File: src/poi_pkg.sv
package poi_pkg;
  localparam int OCTET_W = 8;
  typedef logic [OCTET_W-1:0] poi_octet_t;
  localparam poi_octet_t IDLE_OCTET = 8'h00;
  localparam int BIT_CNT_W = 3;
  typedef logic [BIT_CNT_W-1:0] poi_bit_idx_t;
  localparam poi_bit_idx_t BIT_FIRST = 3'h0;
  localparam poi_bit_idx_t BIT_LAST = 3'h7;
  // self-synchronising scrambler, taps are plain defaults
  localparam int SCR_LEN = 23;
  localparam int SCR_TAP_A = 18;
  localparam int SCR_TAP_B = 23;
  // system clocks per link clock period, at least 2
  localparam int LINK_DIV = 2;
  localparam int LINK_RST_CYCLES = 4;
  localparam int RATE_W = 8;
endpackage

File: src/poi_link_if.sv
`timescale 1ns/1ns
interface poi_link_if;
  logic link_clk;
  logic link_reset;
  logic tx_line;
  logic rx_line;
  logic tx_octet_sync;
  logic rx_octet_sync;
  logic tx_bit_sync;
  logic rx_bit_sync;
  logic pmd_steady;

  // same signal set at both ends of the line, either office or remote
  modport pma (
    input link_clk,
    input link_reset,
    input rx_line,
    input tx_octet_sync,
    input rx_octet_sync,
    input tx_bit_sync,
    input rx_bit_sync,
    input pmd_steady,
    output tx_line
  );
  modport pmd (
    output link_clk,
    output link_reset,
    output rx_line,
    output tx_octet_sync,
    output rx_octet_sync,
    output tx_bit_sync,
    output rx_bit_sync,
    output pmd_steady,
    input tx_line
  );
endinterface

File: src/poi_pmd.sv
`timescale 1ns/1ns
module poi_pmd #(
  parameter int LINK_DIV = poi_pkg::LINK_DIV,
  parameter bit HAS_BIT_TIMING = 1'b1,
  parameter int RATE_W = poi_pkg::RATE_W
) (
  input wire logic clock,
  input wire logic reset,
  poi_link_if.pmd link,
  input wire logic [RATE_W-1:0] tx_rate_div,
  input wire logic [RATE_W-1:0] rx_rate_div,
  input wire logic steady_state,
  output poi_pkg::poi_octet_t tx_octet,
  output logic tx_valid,
  input wire poi_pkg::poi_octet_t rx_octet,
  input wire logic rx_valid,
  output logic rx_ready
);
  localparam int DW = $clog2(LINK_DIV + 1);
  localparam int RW = $clog2(poi_pkg::LINK_RST_CYCLES + 1);
  localparam int MSB = poi_pkg::OCTET_W - 1;
  localparam logic [DW-1:0] C_LAST = DW'(LINK_DIV - 1);
  localparam logic [DW-1:0] C_HALF = DW'(LINK_DIV / 2);
  localparam logic [RW-1:0] R_LAST = RW'(poi_pkg::LINK_RST_CYCLES - 1);
  localparam logic [RATE_W-1:0] R_ZERO = '0;

  logic [DW-1:0] div_c;
  logic [DW-1:0] next_div_c;
  logic clk_q;
  logic next_clk;
  logic [RW-1:0] rst_cnt;
  logic [RW-1:0] next_rst_cnt;
  logic lrst;
  logic next_lrst;
  logic steady_q;
  logic next_steady;
  logic fall;
  logic rise;
  logic [RATE_W-1:0] tx_rc;
  logic [RATE_W-1:0] next_tx_rc;
  logic tx_stb;
  logic next_tx_stb;
  logic tx_sync;
  logic next_tx_sync;
  poi_pkg::poi_bit_idx_t tx_idx;
  poi_pkg::poi_bit_idx_t next_tx_idx;
  logic tx_prev_sync;
  logic next_tx_prev_sync;
  logic tx_seen;
  logic next_tx_seen;
  poi_pkg::poi_bit_idx_t tx_n;
  poi_pkg::poi_bit_idx_t next_tx_n;
  poi_pkg::poi_octet_t tx_sh;
  poi_pkg::poi_octet_t next_tx_sh;
  poi_pkg::poi_octet_t next_tx_octet;
  logic next_tx_valid;
  logic [RATE_W-1:0] rx_rc;
  logic [RATE_W-1:0] next_rx_rc;
  logic rx_stb;
  logic next_rx_stb;
  logic rx_sync;
  logic next_rx_sync;
  poi_pkg::poi_bit_idx_t rx_idx;
  poi_pkg::poi_bit_idx_t next_rx_idx;
  poi_pkg::poi_octet_t rx_cur;
  poi_pkg::poi_octet_t next_rx_cur;
  logic rx_line_q;
  logic next_rx_line;
  logic next_rx_ready;

  // divisor 0 is taken as 1
  function automatic logic [RATE_W-1:0] reload(input logic [RATE_W-1:0] d);
    return (d == R_ZERO) ? R_ZERO : d - 1'b1;
  endfunction

  // link signals change at the falling link edge, sampled at the rise
  assign fall = (div_c == C_HALF - 1'b1);
  assign rise = (div_c == C_LAST);
  assign link.link_clk = clk_q;
  assign link.link_reset = lrst;
  assign link.pmd_steady = steady_q;
  assign link.tx_bit_sync = tx_stb; // RULE5
  assign link.rx_bit_sync = rx_stb; // RULE5
  assign link.tx_octet_sync = tx_sync; // RULE4
  assign link.rx_octet_sync = rx_sync; // RULE4
  assign link.rx_line = rx_line_q; // RULE1

  always_comb begin
    next_div_c = rise ? '0 : div_c + 1'b1;
    next_clk = (next_div_c < C_HALF);
    next_rst_cnt = rst_cnt;
    next_lrst = lrst;
    next_steady = steady_q;
    if (fall) begin
      next_steady = steady_state;
      if (lrst) begin
        next_rst_cnt = rst_cnt + 1'b1;
        next_lrst = (rst_cnt != R_LAST);
      end
    end
  end

  // link clock starts right after reset so the far end sees edges
  // while link_reset is still held
  always_ff @(posedge clock) begin
    if (reset) begin
      div_c <= '0;
      clk_q <= 1'b1;
      rst_cnt <= '0;
      lrst <= 1'b1;
      steady_q <= 1'b0;
    end else begin
      div_c <= next_div_c;
      clk_q <= next_clk;
      rst_cnt <= next_rst_cnt;
      lrst <= next_lrst;
      steady_q <= next_steady;
    end
  end

  always_comb begin
    next_tx_rc = tx_rc;
    next_tx_stb = tx_stb;
    next_tx_sync = tx_sync;
    next_tx_idx = tx_idx;
    next_tx_prev_sync = tx_prev_sync;
    next_tx_seen = tx_seen;
    next_tx_n = tx_n;
    next_tx_sh = tx_sh;
    next_tx_octet = tx_octet;
    next_tx_valid = 1'b0;
    if (fall) begin
      next_tx_stb = 1'b0;
      next_tx_sync = 1'b0;
      if (!lrst) begin
        // per-direction configured bit rate
        next_tx_stb = !HAS_BIT_TIMING || (tx_rc == R_ZERO); // RULE3
        next_tx_rc = (tx_rc == R_ZERO) ? reload(tx_rate_div) : tx_rc - 1'b1;
        if (next_tx_stb) begin
          next_tx_sync = (tx_idx == poi_pkg::BIT_FIRST); // RULE4
          next_tx_idx = tx_idx + 1'b1;
        end
      end
    end
    // bit on the line was launched at the previous strobe
    if (rise && tx_stb) begin
      next_tx_sh = {tx_sh[MSB-1:0], link.tx_line}; // RULE2
      next_tx_prev_sync = tx_sync;
      if (tx_prev_sync) begin
        next_tx_n = poi_pkg::BIT_FIRST;
        next_tx_seen = 1'b1;
      end else begin
        next_tx_n = tx_n + 1'b1;
      end
      if (tx_seen && !tx_prev_sync && (next_tx_n == poi_pkg::BIT_LAST)) begin
        next_tx_octet = next_tx_sh;
        next_tx_valid = 1'b1;
      end
    end
  end

  always_ff @(posedge clock) begin
    if (reset) begin
      tx_rc <= '0;
      tx_stb <= 1'b0;
      tx_sync <= 1'b0;
      tx_idx <= poi_pkg::BIT_FIRST;
      tx_prev_sync <= 1'b0;
      tx_seen <= 1'b0;
      tx_n <= poi_pkg::BIT_FIRST;
      tx_sh <= poi_pkg::IDLE_OCTET;
      tx_octet <= poi_pkg::IDLE_OCTET;
      tx_valid <= 1'b0;
    end else begin
      tx_rc <= next_tx_rc;
      tx_stb <= next_tx_stb;
      tx_sync <= next_tx_sync;
      tx_idx <= next_tx_idx;
      tx_prev_sync <= next_tx_prev_sync;
      tx_seen <= next_tx_seen;
      tx_n <= next_tx_n;
      tx_sh <= next_tx_sh;
      tx_octet <= next_tx_octet;
      tx_valid <= next_tx_valid;
    end
  end

  always_comb begin
    poi_pkg::poi_octet_t cur;
    cur = rx_cur;
    next_rx_rc = rx_rc;
    next_rx_stb = rx_stb;
    next_rx_sync = rx_sync;
    next_rx_idx = rx_idx;
    next_rx_cur = rx_cur;
    next_rx_line = rx_line_q;
    next_rx_ready = 1'b0;
    if (fall) begin
      next_rx_stb = 1'b0;
      next_rx_sync = 1'b0;
      if (!lrst) begin
        next_rx_stb = !HAS_BIT_TIMING || (rx_rc == R_ZERO); // RULE3
        next_rx_rc = (rx_rc == R_ZERO) ? reload(rx_rate_div) : rx_rc - 1'b1;
        if (next_rx_stb) begin
          if (rx_idx == poi_pkg::BIT_FIRST) begin
            cur = rx_valid ? rx_octet : poi_pkg::IDLE_OCTET;
            next_rx_ready = rx_valid;
            next_rx_sync = 1'b1; // RULE4
          end
          next_rx_line = cur[MSB]; // RULE2
          next_rx_cur = cur << 1;
          next_rx_idx = rx_idx + 1'b1;
        end
      end
    end
  end

  always_ff @(posedge clock) begin
    if (reset) begin
      rx_rc <= '0;
      rx_stb <= 1'b0;
      rx_sync <= 1'b0;
      rx_idx <= poi_pkg::BIT_FIRST;
      rx_cur <= poi_pkg::IDLE_OCTET;
      rx_line_q <= 1'b0;
      rx_ready <= 1'b0;
    end else begin
      rx_rc <= next_rx_rc;
      rx_stb <= next_rx_stb;
      rx_sync <= next_rx_sync;
      rx_idx <= next_rx_idx;
      rx_cur <= next_rx_cur;
      rx_line_q <= next_rx_line;
      rx_ready <= next_rx_ready;
    end
  end
endmodule
File: src/flat_wrapper.sv
// flat-port wrapper written by rule: the top's interface ports become plain ports
module poi_pmd_flat 
#(
  parameter int LINK_DIV = poi_pkg::LINK_DIV,
  parameter bit HAS_BIT_TIMING = 1'b1,
  parameter int RATE_W = poi_pkg::RATE_W
)
  (clock, reset, tx_rate_div, rx_rate_div, steady_state, tx_octet, tx_valid, rx_octet, rx_valid, rx_ready, link_link_clk, link_link_reset, link_rx_line, link_tx_octet_sync, link_rx_octet_sync, link_tx_bit_sync, link_rx_bit_sync, link_pmd_steady, link_tx_line);
  poi_link_if link_i ();
  input wire logic clock;
  input wire logic reset;
  input wire logic [RATE_W-1:0] tx_rate_div;
  input wire logic [RATE_W-1:0] rx_rate_div;
  input wire logic steady_state;
  output poi_pkg::poi_octet_t tx_octet;
  output logic tx_valid;
  input wire poi_pkg::poi_octet_t rx_octet;
  input wire logic rx_valid;
  output logic rx_ready;
  output wire logic [$bits(link_i.link_clk)-1:0] link_link_clk;
  output wire logic [$bits(link_i.link_reset)-1:0] link_link_reset;
  output wire logic [$bits(link_i.rx_line)-1:0] link_rx_line;
  output wire logic [$bits(link_i.tx_octet_sync)-1:0] link_tx_octet_sync;
  output wire logic [$bits(link_i.rx_octet_sync)-1:0] link_rx_octet_sync;
  output wire logic [$bits(link_i.tx_bit_sync)-1:0] link_tx_bit_sync;
  output wire logic [$bits(link_i.rx_bit_sync)-1:0] link_rx_bit_sync;
  output wire logic [$bits(link_i.pmd_steady)-1:0] link_pmd_steady;
  input wire logic [$bits(link_i.tx_line)-1:0] link_tx_line;
  assign link_link_clk = link_i.link_clk;
  assign link_link_reset = link_i.link_reset;
  assign link_rx_line = link_i.rx_line;
  assign link_tx_octet_sync = link_i.tx_octet_sync;
  assign link_rx_octet_sync = link_i.rx_octet_sync;
  assign link_tx_bit_sync = link_i.tx_bit_sync;
  assign link_rx_bit_sync = link_i.rx_bit_sync;
  assign link_pmd_steady = link_i.pmd_steady;
  assign link_i.tx_line = link_tx_line;
  poi_pmd #(.LINK_DIV(LINK_DIV), .HAS_BIT_TIMING(HAS_BIT_TIMING), .RATE_W(RATE_W)) u_core (.clock(clock), .reset(reset), .link(link_i), .tx_rate_div(tx_rate_div), .rx_rate_div(rx_rate_div), .steady_state(steady_state), .tx_octet(tx_octet), .tx_valid(tx_valid), .rx_octet(rx_octet), .rx_valid(rx_valid), .rx_ready(rx_ready));
endmodule
File: config.mk
export PLATFORM = sky130hd
export DESIGN_NAME = poi_pmd_flat
export DESIGN_NICKNAME = d
export VERILOG_FILES = /design/src/poi_pkg.sv /design/src/poi_link_if.sv /design/src/poi_pmd.sv /design/src/flat_wrapper.sv
export SDC_FILE = /design/constraint.sdc
export NUM_CORES = 1
export LEC_CHECK = 0
export ABC_AREA = 1
export BUFFER_PORTS_ARGS = -buffer_cell sky130_fd_sc_hd__buf_4
export CORE_MARGIN = 3
export CORE_UTILIZATION = 62
export DETAILED_ROUTE_END_ITERATION = 8
export PLACE_DENSITY = 0.83
export SYNTH_ARGS = -nofsm -noshare
export SYNTH_HDL_FRONTEND = slang
export SYNTH_SLANG_ARGS = --single-unit
File: constraint.sdc
create_clock -name clock -period 2.35 [get_ports clock]
set_input_delay 0 -clock clock [delete_from_list [all_inputs] [get_ports clock]]
set_output_delay 0 -clock clock [all_outputs]
set_load 0.005 [all_outputs]
; After elaboration in Yosys (flattened, before gate mapping)
; Cells that the tools add are included.
[classes]
addsub = 9
bitwise_logic = 5
eq_ne = 3
magnitude_cmp = 1
muxes = 18
reduce_logical = 19
[ops]
columns = op, n
row1 = two-way mux 8 bit, 6
row2 = zero test 8 bit, 4
row3 = "subtractor 8 x 1 -> 8 bit, second input constant", 4
row4 = "adder 3 x 1 -> 3 bit, second input constant", 4
row5 = two-way mux 1 bit, 9
row6 = AND reduction 2 bit, 4
row7 = zero test 3 bit, 2
row8 = two-way mux 3 bit, 2
row9 = AND reduction 3 bit, 2
row10 = inverter 1 bit, 5
row11 = OR reduction 5 bit, 1
row12 = "equality test 3 bit, second input constant", 1
row13 = logical AND 1 bit, 3
row14 = "inequality test 3 x 2 -> 1 bit, second input constant", 1
row15 = "adder 2 x 1 -> 2 bit, second input constant", 1
row16 = "equality test 2 x 1 -> 1 bit, second input constant", 1
row17 = zero test 2 bit, 1
row18 = "< comparator 2 x 1 -> 1 bit, second input constant", 1
row19 = two-way mux 2 bit, 1
row20 = OR reduction 2 bit, 1
row21 = zero test 1 bit, 1
[word_totals]
ff_bits = 64
elab_cells = 77
output_inout_bits = 18
input_bits = 29

; Depth between registers and ports, before layout
; Gate-level depths: netlist (run 1).
[logic_depth]
word_depth = 6
mapped_depth = 10
ltp_nobuf = 10

; Worst setup path after synthesis (run 1)
; Ideal clock, no wire load.
[synth_timing]
path_type = reg-to-reg
start = register u_core.tx_n[0]
end = register u_core.tx_octet[7]
path_buffers = 1
synth_period_minus_slack_ns = 1.409
stages_incl_launch_ff = 8
required_ns = 2.231
setup_time_ns = 0.119
arrival_time_ns = 1.289
setup_slack_ns = 0.941
path_cell_list = dfxtp_1 ha_1 nand2_1 nor3_1 nand3_2 buf_2 o21ai_0 a21oi_1
[synth_between]
elab_chain_len = 6
[synth_rtl]
columns = element, line
row1 = from (decl), poi_pmd.sv:51  ; poi_pkg::poi_bit_idx_t tx_n;
row2 = from (signal assigned), poi_pmd.sv:170  ; tx_n <= poi_pkg::BIT_FIRST;
row3 = from (signal assigned), poi_pmd.sv:181  ; tx_n <= next_tx_n;
row4 = adder 3 x 1 -> 3 bit, poi_pmd.sv:153  ; next_tx_n = tx_n + 1'b1;
row5 = two-way mux 3 bit, poi_pmd.sv:149  ; if (tx_prev_sync) begin
row6 = two-way mux 3 bit, poi_pmd.sv:146  ; if (rise && tx_stb) begin
row7 = equality test 3 bit, poi_pmd.sv:155  ; if (tx_seen && !tx_prev_sync && (next_tx_n == poi_pkg::BIT_LAST)) begin
row8 = logical AND 1 bit, poi_pmd.sv:155
row9 = AND reduction 2 bit (no line), -
row10 = to (signal assigned), poi_pmd.sv:172  ; tx_octet <= poi_pkg::IDLE_OCTET;
row11 = to (signal assigned), poi_pmd.sv:183  ; tx_octet <= next_tx_octet;
row12 = to (decl), poi_pmd.sv:13  ; output poi_pkg::poi_octet_t tx_octet,
; Every way passes these cells. The select of a mux whose other input is x is not followed.
; A chain may end at the register's enable or synchronous reset.

; Worst setup path in the final report (run 1)
[layout_timing]
start = register u_core.rx_rc[0]
end = register u_core.rx_idx[1]
[layout_between]
elab_chain_len = 2
[layout_rtl]
columns = element, line
row1 = from (decl), poi_pmd.sv:57  ; logic [RATE_W-1:0] rx_rc;
row2 = from (signal assigned), poi_pmd.sv:228  ; rx_rc <= next_rx_rc;
row3 = zero test 8 bit, poi_pmd.sv:202  ; next_rx_stb = !HAS_BIT_TIMING || (rx_rc == R_ZERO);
row4 = AND reduction 3 bit (no line), -
row5 = to (signal assigned), poi_pmd.sv:223  ; rx_idx <= poi_pkg::BIT_FIRST;
row6 = to (signal assigned), poi_pmd.sv:231  ; rx_idx <= next_rx_idx;
row7 = to (decl), poi_pmd.sv:63  ; poi_pkg::poi_bit_idx_t rx_idx;
; Every way passes these cells.

==> flow_metrics.env, run 1 <==
export IMPL_place_congestion=0.893
export IMPL_critPathKind="flip-flop to flip-flop"
export IMPL_rsz0062_at_grt="false"
export IMPL_antenna_found_initial=0
export IMPL_fin_nets=571
export IMPL_htree_levels=3
export IMPL_cts_max_path_buffers=2
export IMPL_dr_pass1_iters=4
export IMPL_grtUsageTotal_pct=23.1
export IMPL_comb_power_share_pct=17.7
export IMPL_netSwitchingPower_uw=713
export IMPL_synth_common_cells="nand2_1, dfxtp_1, inv_1"
export IMPL_p_per_area_nw_per_um2=597
export IMPL_drive_gt1_share_pct=17.1
export IMPL_finClkSkew_ns=0.00569
export IMPL_ys_flop_type="dfxtp_1"
export IMPL_worstSkewPairLatency_ns=0.34
export IMPL_p_leak_uw=0.00189
export IMPL_synth_cell_area_um2=3340
export IMPL_swShare_pct=30.0
export IMPL_tightest_slew_ns=0.572
export IMPL_p_int_uw=1660
export IMPL_hold_violations=0
export IMPL_clkPwrFrac_pct=34.5
export IMPL_clock_fmax_mhz=580
export IMPL_yosysTopAreaCell="dfxtp_1"
export IMPL_hpwl_um=4970
export IMPL_synth_top_cell_area_share_pct=38.4
export IMPL_post_drt_wl_per_cell_um=11.3
export IMPL_synthArstFlopShare_pct=0
export IMPL_synthCells=474
export IMPL_wl_um=6810
export IMPL_grt_max_degree=35
export IMPL_final_core_util_pct=76.9
export IMPL_ant_nets=0
export IMPL_cts_buffers=9
export IMPL_die_w_um=79.4
export IMPL_ys_seq_area_share_pct=38.4
export IMPL_power_frac_seq_pct=47.9
export IMPL_cp_max_fo=17
export IMPL_grt_pass1_wl_um=11700
export IMPL_fillCellCount=396
export IMPL_preCtsSetupSlack_ns=0.641
export IMPL_drt_initial_drc_count=190
export IMPL_clockRootBuffer="clkbuf_8"
export IMPL_critPathRequiredTime_ns=2.58
export IMPL_syn_to_final_growth_pct=19.1
export IMPL_vias=3057
export IMPL_hold_slack_ns=0.0232
export IMPL_die_height_um=79.4
export IMPL_worst_setup_hold_path_clk_slew_ns=0.07
export IMPL_synth_top_cells_by_area="dfxtp_1, nand2_1, o21ai_0, a21oi_1, inv_1"
export IMPL_period_needed_ns=1.72
export IMPL_start_kind="flip-flop"
export IMPL_arrival_ns=1.96
export IMPL_dieArea_um2=6310
export IMPL_ys_seq_elements=64
export IMPL_status="finished clean"
export IMPL_max_vdd_ir_drop_mv=0.586
export IMPL_grt_overflow_total=0
export IMPL_drc=0
export IMPL_grt_pass1_vias=2803
export IMPL_num_antenna_cells=0
export IMPL_synth_most_common_cell="nand2_1"
export IMPL_maxSlewViolCount=0
export IMPL_io_buffers=46
export IMPL_synth_net_count=518
export IMPL_ys_warn_count=0
export IMPL_io_pins=47
export IMPL_syn_avg_cell_area_um2=7.05
export IMPL_postCtsSetupBuffers=0
export IMPL_post_cts_resized=0
export IMPL_synth_edff_count=0
export IMPL_fin_crit_sh_pct=73.4
export IMPL_num_rows=26
export IMPL_hold_path_class="input pin to flip-flop"
export IMPL_cp_end_kind="flip-flop"
export IMPL_tritoncts="yes"
export IMPL_core_um2=5170
export IMPL_cts_hold_buf=10
export IMPL_fin_setup_tns_ns=0
export IMPL_initial_utilization_pct=64.6
export IMPL_viasPerCell=5.08
export IMPL_cts_sinks=64
export IMPL_relSlewSlack_pct=61.8
export IMPL_setup_violations=0
export IMPL_synth_cell_type_count=30
export IMPL_fin_ws_ns=0.626
export IMPL_cap_violations=0
==> power by group through the flow <==
stage | registers [uW] | logic [uW] | clock network [uW]
after floorplan | 1160 | 294 | 0
after detailed placement | 1160 | 404 | 0
final | 1140 | 420 | 818
after CTS | 1140 | 420 | 833
after global placement | 1160 | 391 | 0
after global routing | 1140 | 478 | 878
==> path summary, 6_finish.rpt <==
path / startpoint / endpoint / slack (ns) / cells after the start
worst max-delay path: u_core.rx_rc[0] / u_core.rx_idx[1] / 0.63 / 9
worst min-delay path: tx_rate_div[5] / u_core.tx_rc[5] / 0.02 / 4
worst max register to register: u_core.rx_rc[0] / u_core.rx_idx[1] / 0.63 / 9
worst min register to register: u_core.tx_octet[2] / u_core.tx_octet[2] / 0.44 / 2
==> state kept, by name, indices dropped and copies added (netlist names), 2 cells and up <==
register and flops:
u_core.div_c 2, u_core.rx_idx 3, u_core.tx_rc 8, u_core.tx_sh 7, u_core.tx_n 3, u_core.rst_cnt 3, u_core.rx_rc 8, u_core.tx_idx 3
u_core.rx_cur 7, u_core.tx_octet 8
==> stage by stage <==
stage	total power [uW]	instances	cell area, um^2
2_1_floorplan	1450	474	3340
3_3_place_gp	1550	576	3710
3_5_place_dp	1570	576	3710
4_1_cts	2390	602	3980
5_1_grt	2490	602	3980
6_report	2370	602	3980
==> routing by layer <==
metal	vias up	part of all wire (%)	GRT usage, %
met5	-	0	0
met4	0	2.0	9.45
met3	12	5.4	4.06
met2	75	48	40.1
met1	1348	44	28.3
li1	1622	-	-
==> area by class of cell <==
cell class                      count  area (um^2)  area share [%]
Sequential cell                    64         1280            32.2
Clock buffer                        9          124            3.11
Inverter                           68          255            6.42
Multi-Input combinational cell    326         1720            43.3
Clock inverter                      7         47.5            1.19
Tap cell                           70         87.6            2.20
Timing Repair Buffer               58          460            11.6
==> kinds of logic after synthesis <==
kind of cell / Yosys count / share of synthesized area [%]
AO/OA/AOI/OAI: 114 / 18.2
adder cells (fa/ha/maj): 15 / 5.62
XOR/XNOR: 12 / 3.15
buffers and inverters: 84 / 10.1
flip-flops: 64 / 38.4
AND/OR/NAND/NOR: 185 / 24.6
==> critical path, stage by stage (launching register included) <==
cell and delay, ns:
dfxtp_1 0.32, inv_1 0.14, ha_1 0.17, inv_1 0.04, nor2_1 0.17, nand2_4 0.13, nor2_8 0.25, inv_2 0.14
o21ai_0 0.19, a21oi_1 0.06
==> cells in the final DEF, fill, tap and decap left out <==
cell type and count:
a211oi_1 1, a21o_1 1, a21oi_1 47, a21oi_2 3
a31oi_1 1, buf_4 48, clkbuf_8 9, clkinv_2 3
clkinv_4 1, clkinvlp_4 2, dfxtp_1 64, dlygate4sd3_1 10
ha_1 15, inv_1 62, inv_2 6, inv_6 1
nand2_1 87, nand2_2 4, nand2_4 2, nand3_1 28
nand3_2 1, nor2_1 54, nor2_2 2, nor2_4 5
nor2_8 1, nor3_1 1, o211a_1 1, o21ai_0 52
o21ai_1 3, o21ai_2 3, o21bai_1 2, xnor2_1 3
xor2_1 9
Note: power is estimated with default switching activity, not from simulation.
==> run 2, diff against run 1 <==
--- a/config.mk
+++ b/config.mk
@@ -8,9 +8,9 @@
 export ABC_AREA = 1
 export BUFFER_PORTS_ARGS = -buffer_cell sky130_fd_sc_hd__buf_4
 export CORE_MARGIN = 3
-export CORE_UTILIZATION = 62
+export CORE_UTILIZATION = 57
 export DETAILED_ROUTE_END_ITERATION = 8
-export PLACE_DENSITY = 0.83
+export PLACE_DENSITY = 0.77
 export SYNTH_ARGS = -nofsm -noshare
 export SYNTH_HDL_FRONTEND = slang
 export SYNTH_SLANG_ARGS = --single-unit
==> constraint.sdc (replaced) <==
create_clock -name clock -period 1.6 [get_ports clock]
set_input_delay 0 -clock clock [delete_from_list [all_inputs] [get_ports clock]]
set_output_delay 0 -clock clock [all_outputs]
set_load 0.005 [all_outputs]
==> flow_metrics.env, run 2 (synthesized netlist as in run 1, its figures left out) <==
export IMPL_htree_levels=3
export IMPL_worstSkewPairLatency_ns=0.34
export IMPL_cp_top_family="simple AND/OR/NAND/NOR gates"
export IMPL_drt_initial_drc_count=128
export IMPL_drive_gt1_share_pct=20.0
export IMPL_viasPerCell=5.12
export IMPL_post_drt_wl_per_cell_um=12.3
export IMPL_fin_crit_sh_pct=95.6
export IMPL_final_core_util_pct=74.7
export IMPL_hold_violations=0
export IMPL_reg_top3="u_core.rx_rc x8, u_core.tx_octet x8, u_core.tx_rc x8"
export IMPL_fin_nets=580
export IMPL_multi_input_area_um2=1760
export IMPL_path_depth=6
export IMPL_tritoncts="yes"
export IMPL_initial_utilization_pct=59.9
export IMPL_layout_commonest_cell="nand2_1"
export IMPL_cts_buffers=9
export IMPL_crit_slowest_cell="dfxtp_1"
export IMPL_grt_pass1_wl_um=12100
export IMPL_period_needed_ns=1.53
export IMPL_start_kind="flip-flop"
export IMPL_register_area_um2=1280
export IMPL_fin_setup_tns_ns=0
export IMPL_finClkSkew_ns=0.0119
export IMPL_max_vdd_ir_drop_mv=0.647
export IMPL_critPathRequiredTime_ns=1.84
export IMPL_dr_pass1_iters=4
export IMPL_place_congestion=0.864
export IMPL_antenna_found_initial=0
export IMPL_io_pins=47
export IMPL_cp_max_fo=9
export IMPL_fillCellCount=454
export IMPL_grt_overflow_total=0
export IMPL_setup_violations=0
export IMPL_dp_cells=585
export IMPL_core_um2=5570
export IMPL_status="finished clean"
export IMPL_num_rows=27
export IMPL_cap_violations=0
export IMPL_ant_nets=0
export IMPL_hpwl_um=5080
export IMPL_die_w_um=82.6
export IMPL_vias=3140
export IMPL_dieArea_um2=6820
export IMPL_hold_path_class="input pin to flip-flop"
export IMPL_cp_cell_sequence="ha_1 -> nand2_1 -> nor3_4 -> nand3_2 -> o21ai_0 -> a21oi_1"
export IMPL_final_cell_mix="nand2_1, dfxtp_1, inv_1, buf_4, nor2_1"
export IMPL_clockRootBuffer="clkbuf_8"
export IMPL_io_buffers=46
export IMPL_cp_end_kind="flip-flop"
export IMPL_relSlewSlack_pct=74.0
export IMPL_hold_slack_ns=0.0100
export IMPL_cts_sinks=64
export IMPL_grt_max_degree=23
export IMPL_final_cells=613
export IMPL_grtUsageTotal_pct=22.9
export IMPL_tightest_slew_ns=0.389
export IMPL_grt_pass1_vias=2838
export IMPL_p_per_area_nw_per_um2=962
export IMPL_maxSlewViolCount=0
export IMPL_critPathKind="flip-flop to flip-flop"
export IMPL_arrival_ns=1.77
export IMPL_drc=0
export IMPL_die_height_um=82.6
export IMPL_clock_fmax_mhz=654
export IMPL_syn_to_final_growth_pct=24.6
export IMPL_min_delay_path_depth=4
export IMPL_worst_setup_hold_path_clk_slew_ns=0.08
export IMPL_cpPeakStageDelay_ns=0.36
export IMPL_num_antenna_cells=0
export IMPL_p_leak_uw=0.00198
export IMPL_rr_worst_depth=6
export IMPL_wl_um=7510
export IMPL_cts_max_path_buffers=2
export IMPL_path_buf_inv=0
run 2: changes by cell type in the layout (fill, tap and decap cells not counted), sizes merged:
| cell | delta |
|---|---|
| buf | +9 |
| bufinv | +3 |
| clkinv | -1 |
| clkinvlp | -1 |
| dlygate4sd3 | -1 |
| inv | -1 |
| nand3 | +1 |
run 2: timing repair:
| action | in CTS | in global routing |
|---|---|---|
| pin swaps | 1 | 4 |
| endpoints found under the setup margin | 1 | 25 |
| gates cloned | 0 | 1 |
| gates resized for setup | 1 | 13 |
| hold endpoints to repair | 17 | 0 |
| setup buffers | 1 | 1 |
| hold buffers | 9 | 0 |
run 2: cell type report:
cell class	count	share of cell area, %
well taps	72	2.16
multi-input cells	327	42.3
clock inverters	7	2.89
clock buffers	9	2.98
inverters	68	6.13
flip-flops and latches	64	30.8
repair buffers	66	12.7
run 2: path summary, 6_finish.rpt:
check / startpoint / end / slack, ns
worst max-delay path: u_core.tx_n[0] / u_core.tx_octet[1] / 0.07
worst min-delay path: tx_rate_div[2] / u_core.tx_rc[2] / 0.01
worst max register to register: u_core.tx_n[0] / u_core.tx_octet[1] / 0.07
worst min register to register: u_core.tx_octet[0] / u_core.tx_octet[0] / 0.45
run 2: metrics by stage:
stage	worst slack (ns)	total power [uW]	cell area [um^2]
after floorplan	0.191	2130	3340
after global placement	0.111	2290	3770
after detailed placement	0.0214	2310	3770
after CTS	0.0374	4010	4120
after global routing	-0.0466	4200	4160
final	0.0704	4000	4160
run 2: worst register-to-register path: stages, from the launching register on:
cell and delay, ns:
dfxtp_1 0.36, ha_1 0.30, nand2_1 0.10, nor3_4 0.18
nand3_2 0.20, o21ai_0 0.23, a21oi_1 0.06
run 2: routing by layer:
metal / routed length [um] / up-vias / track usage (%)
met5: 0 / - / 0
met3: 316 / 16 / 6.40
met4: 117 / 0 / 7.68
met1: 3330 / 1433 / 27.3
li1: - / 1634 / -
met2: 3740 / 57 / 39.5
run 2: power breakdown:
part / internal [uW] / total, uW / switching, uW
logic: 254 / 634 / 380
registers: 1640 / 1670 / 31.2
clock network: 1040 / 1700 / 661
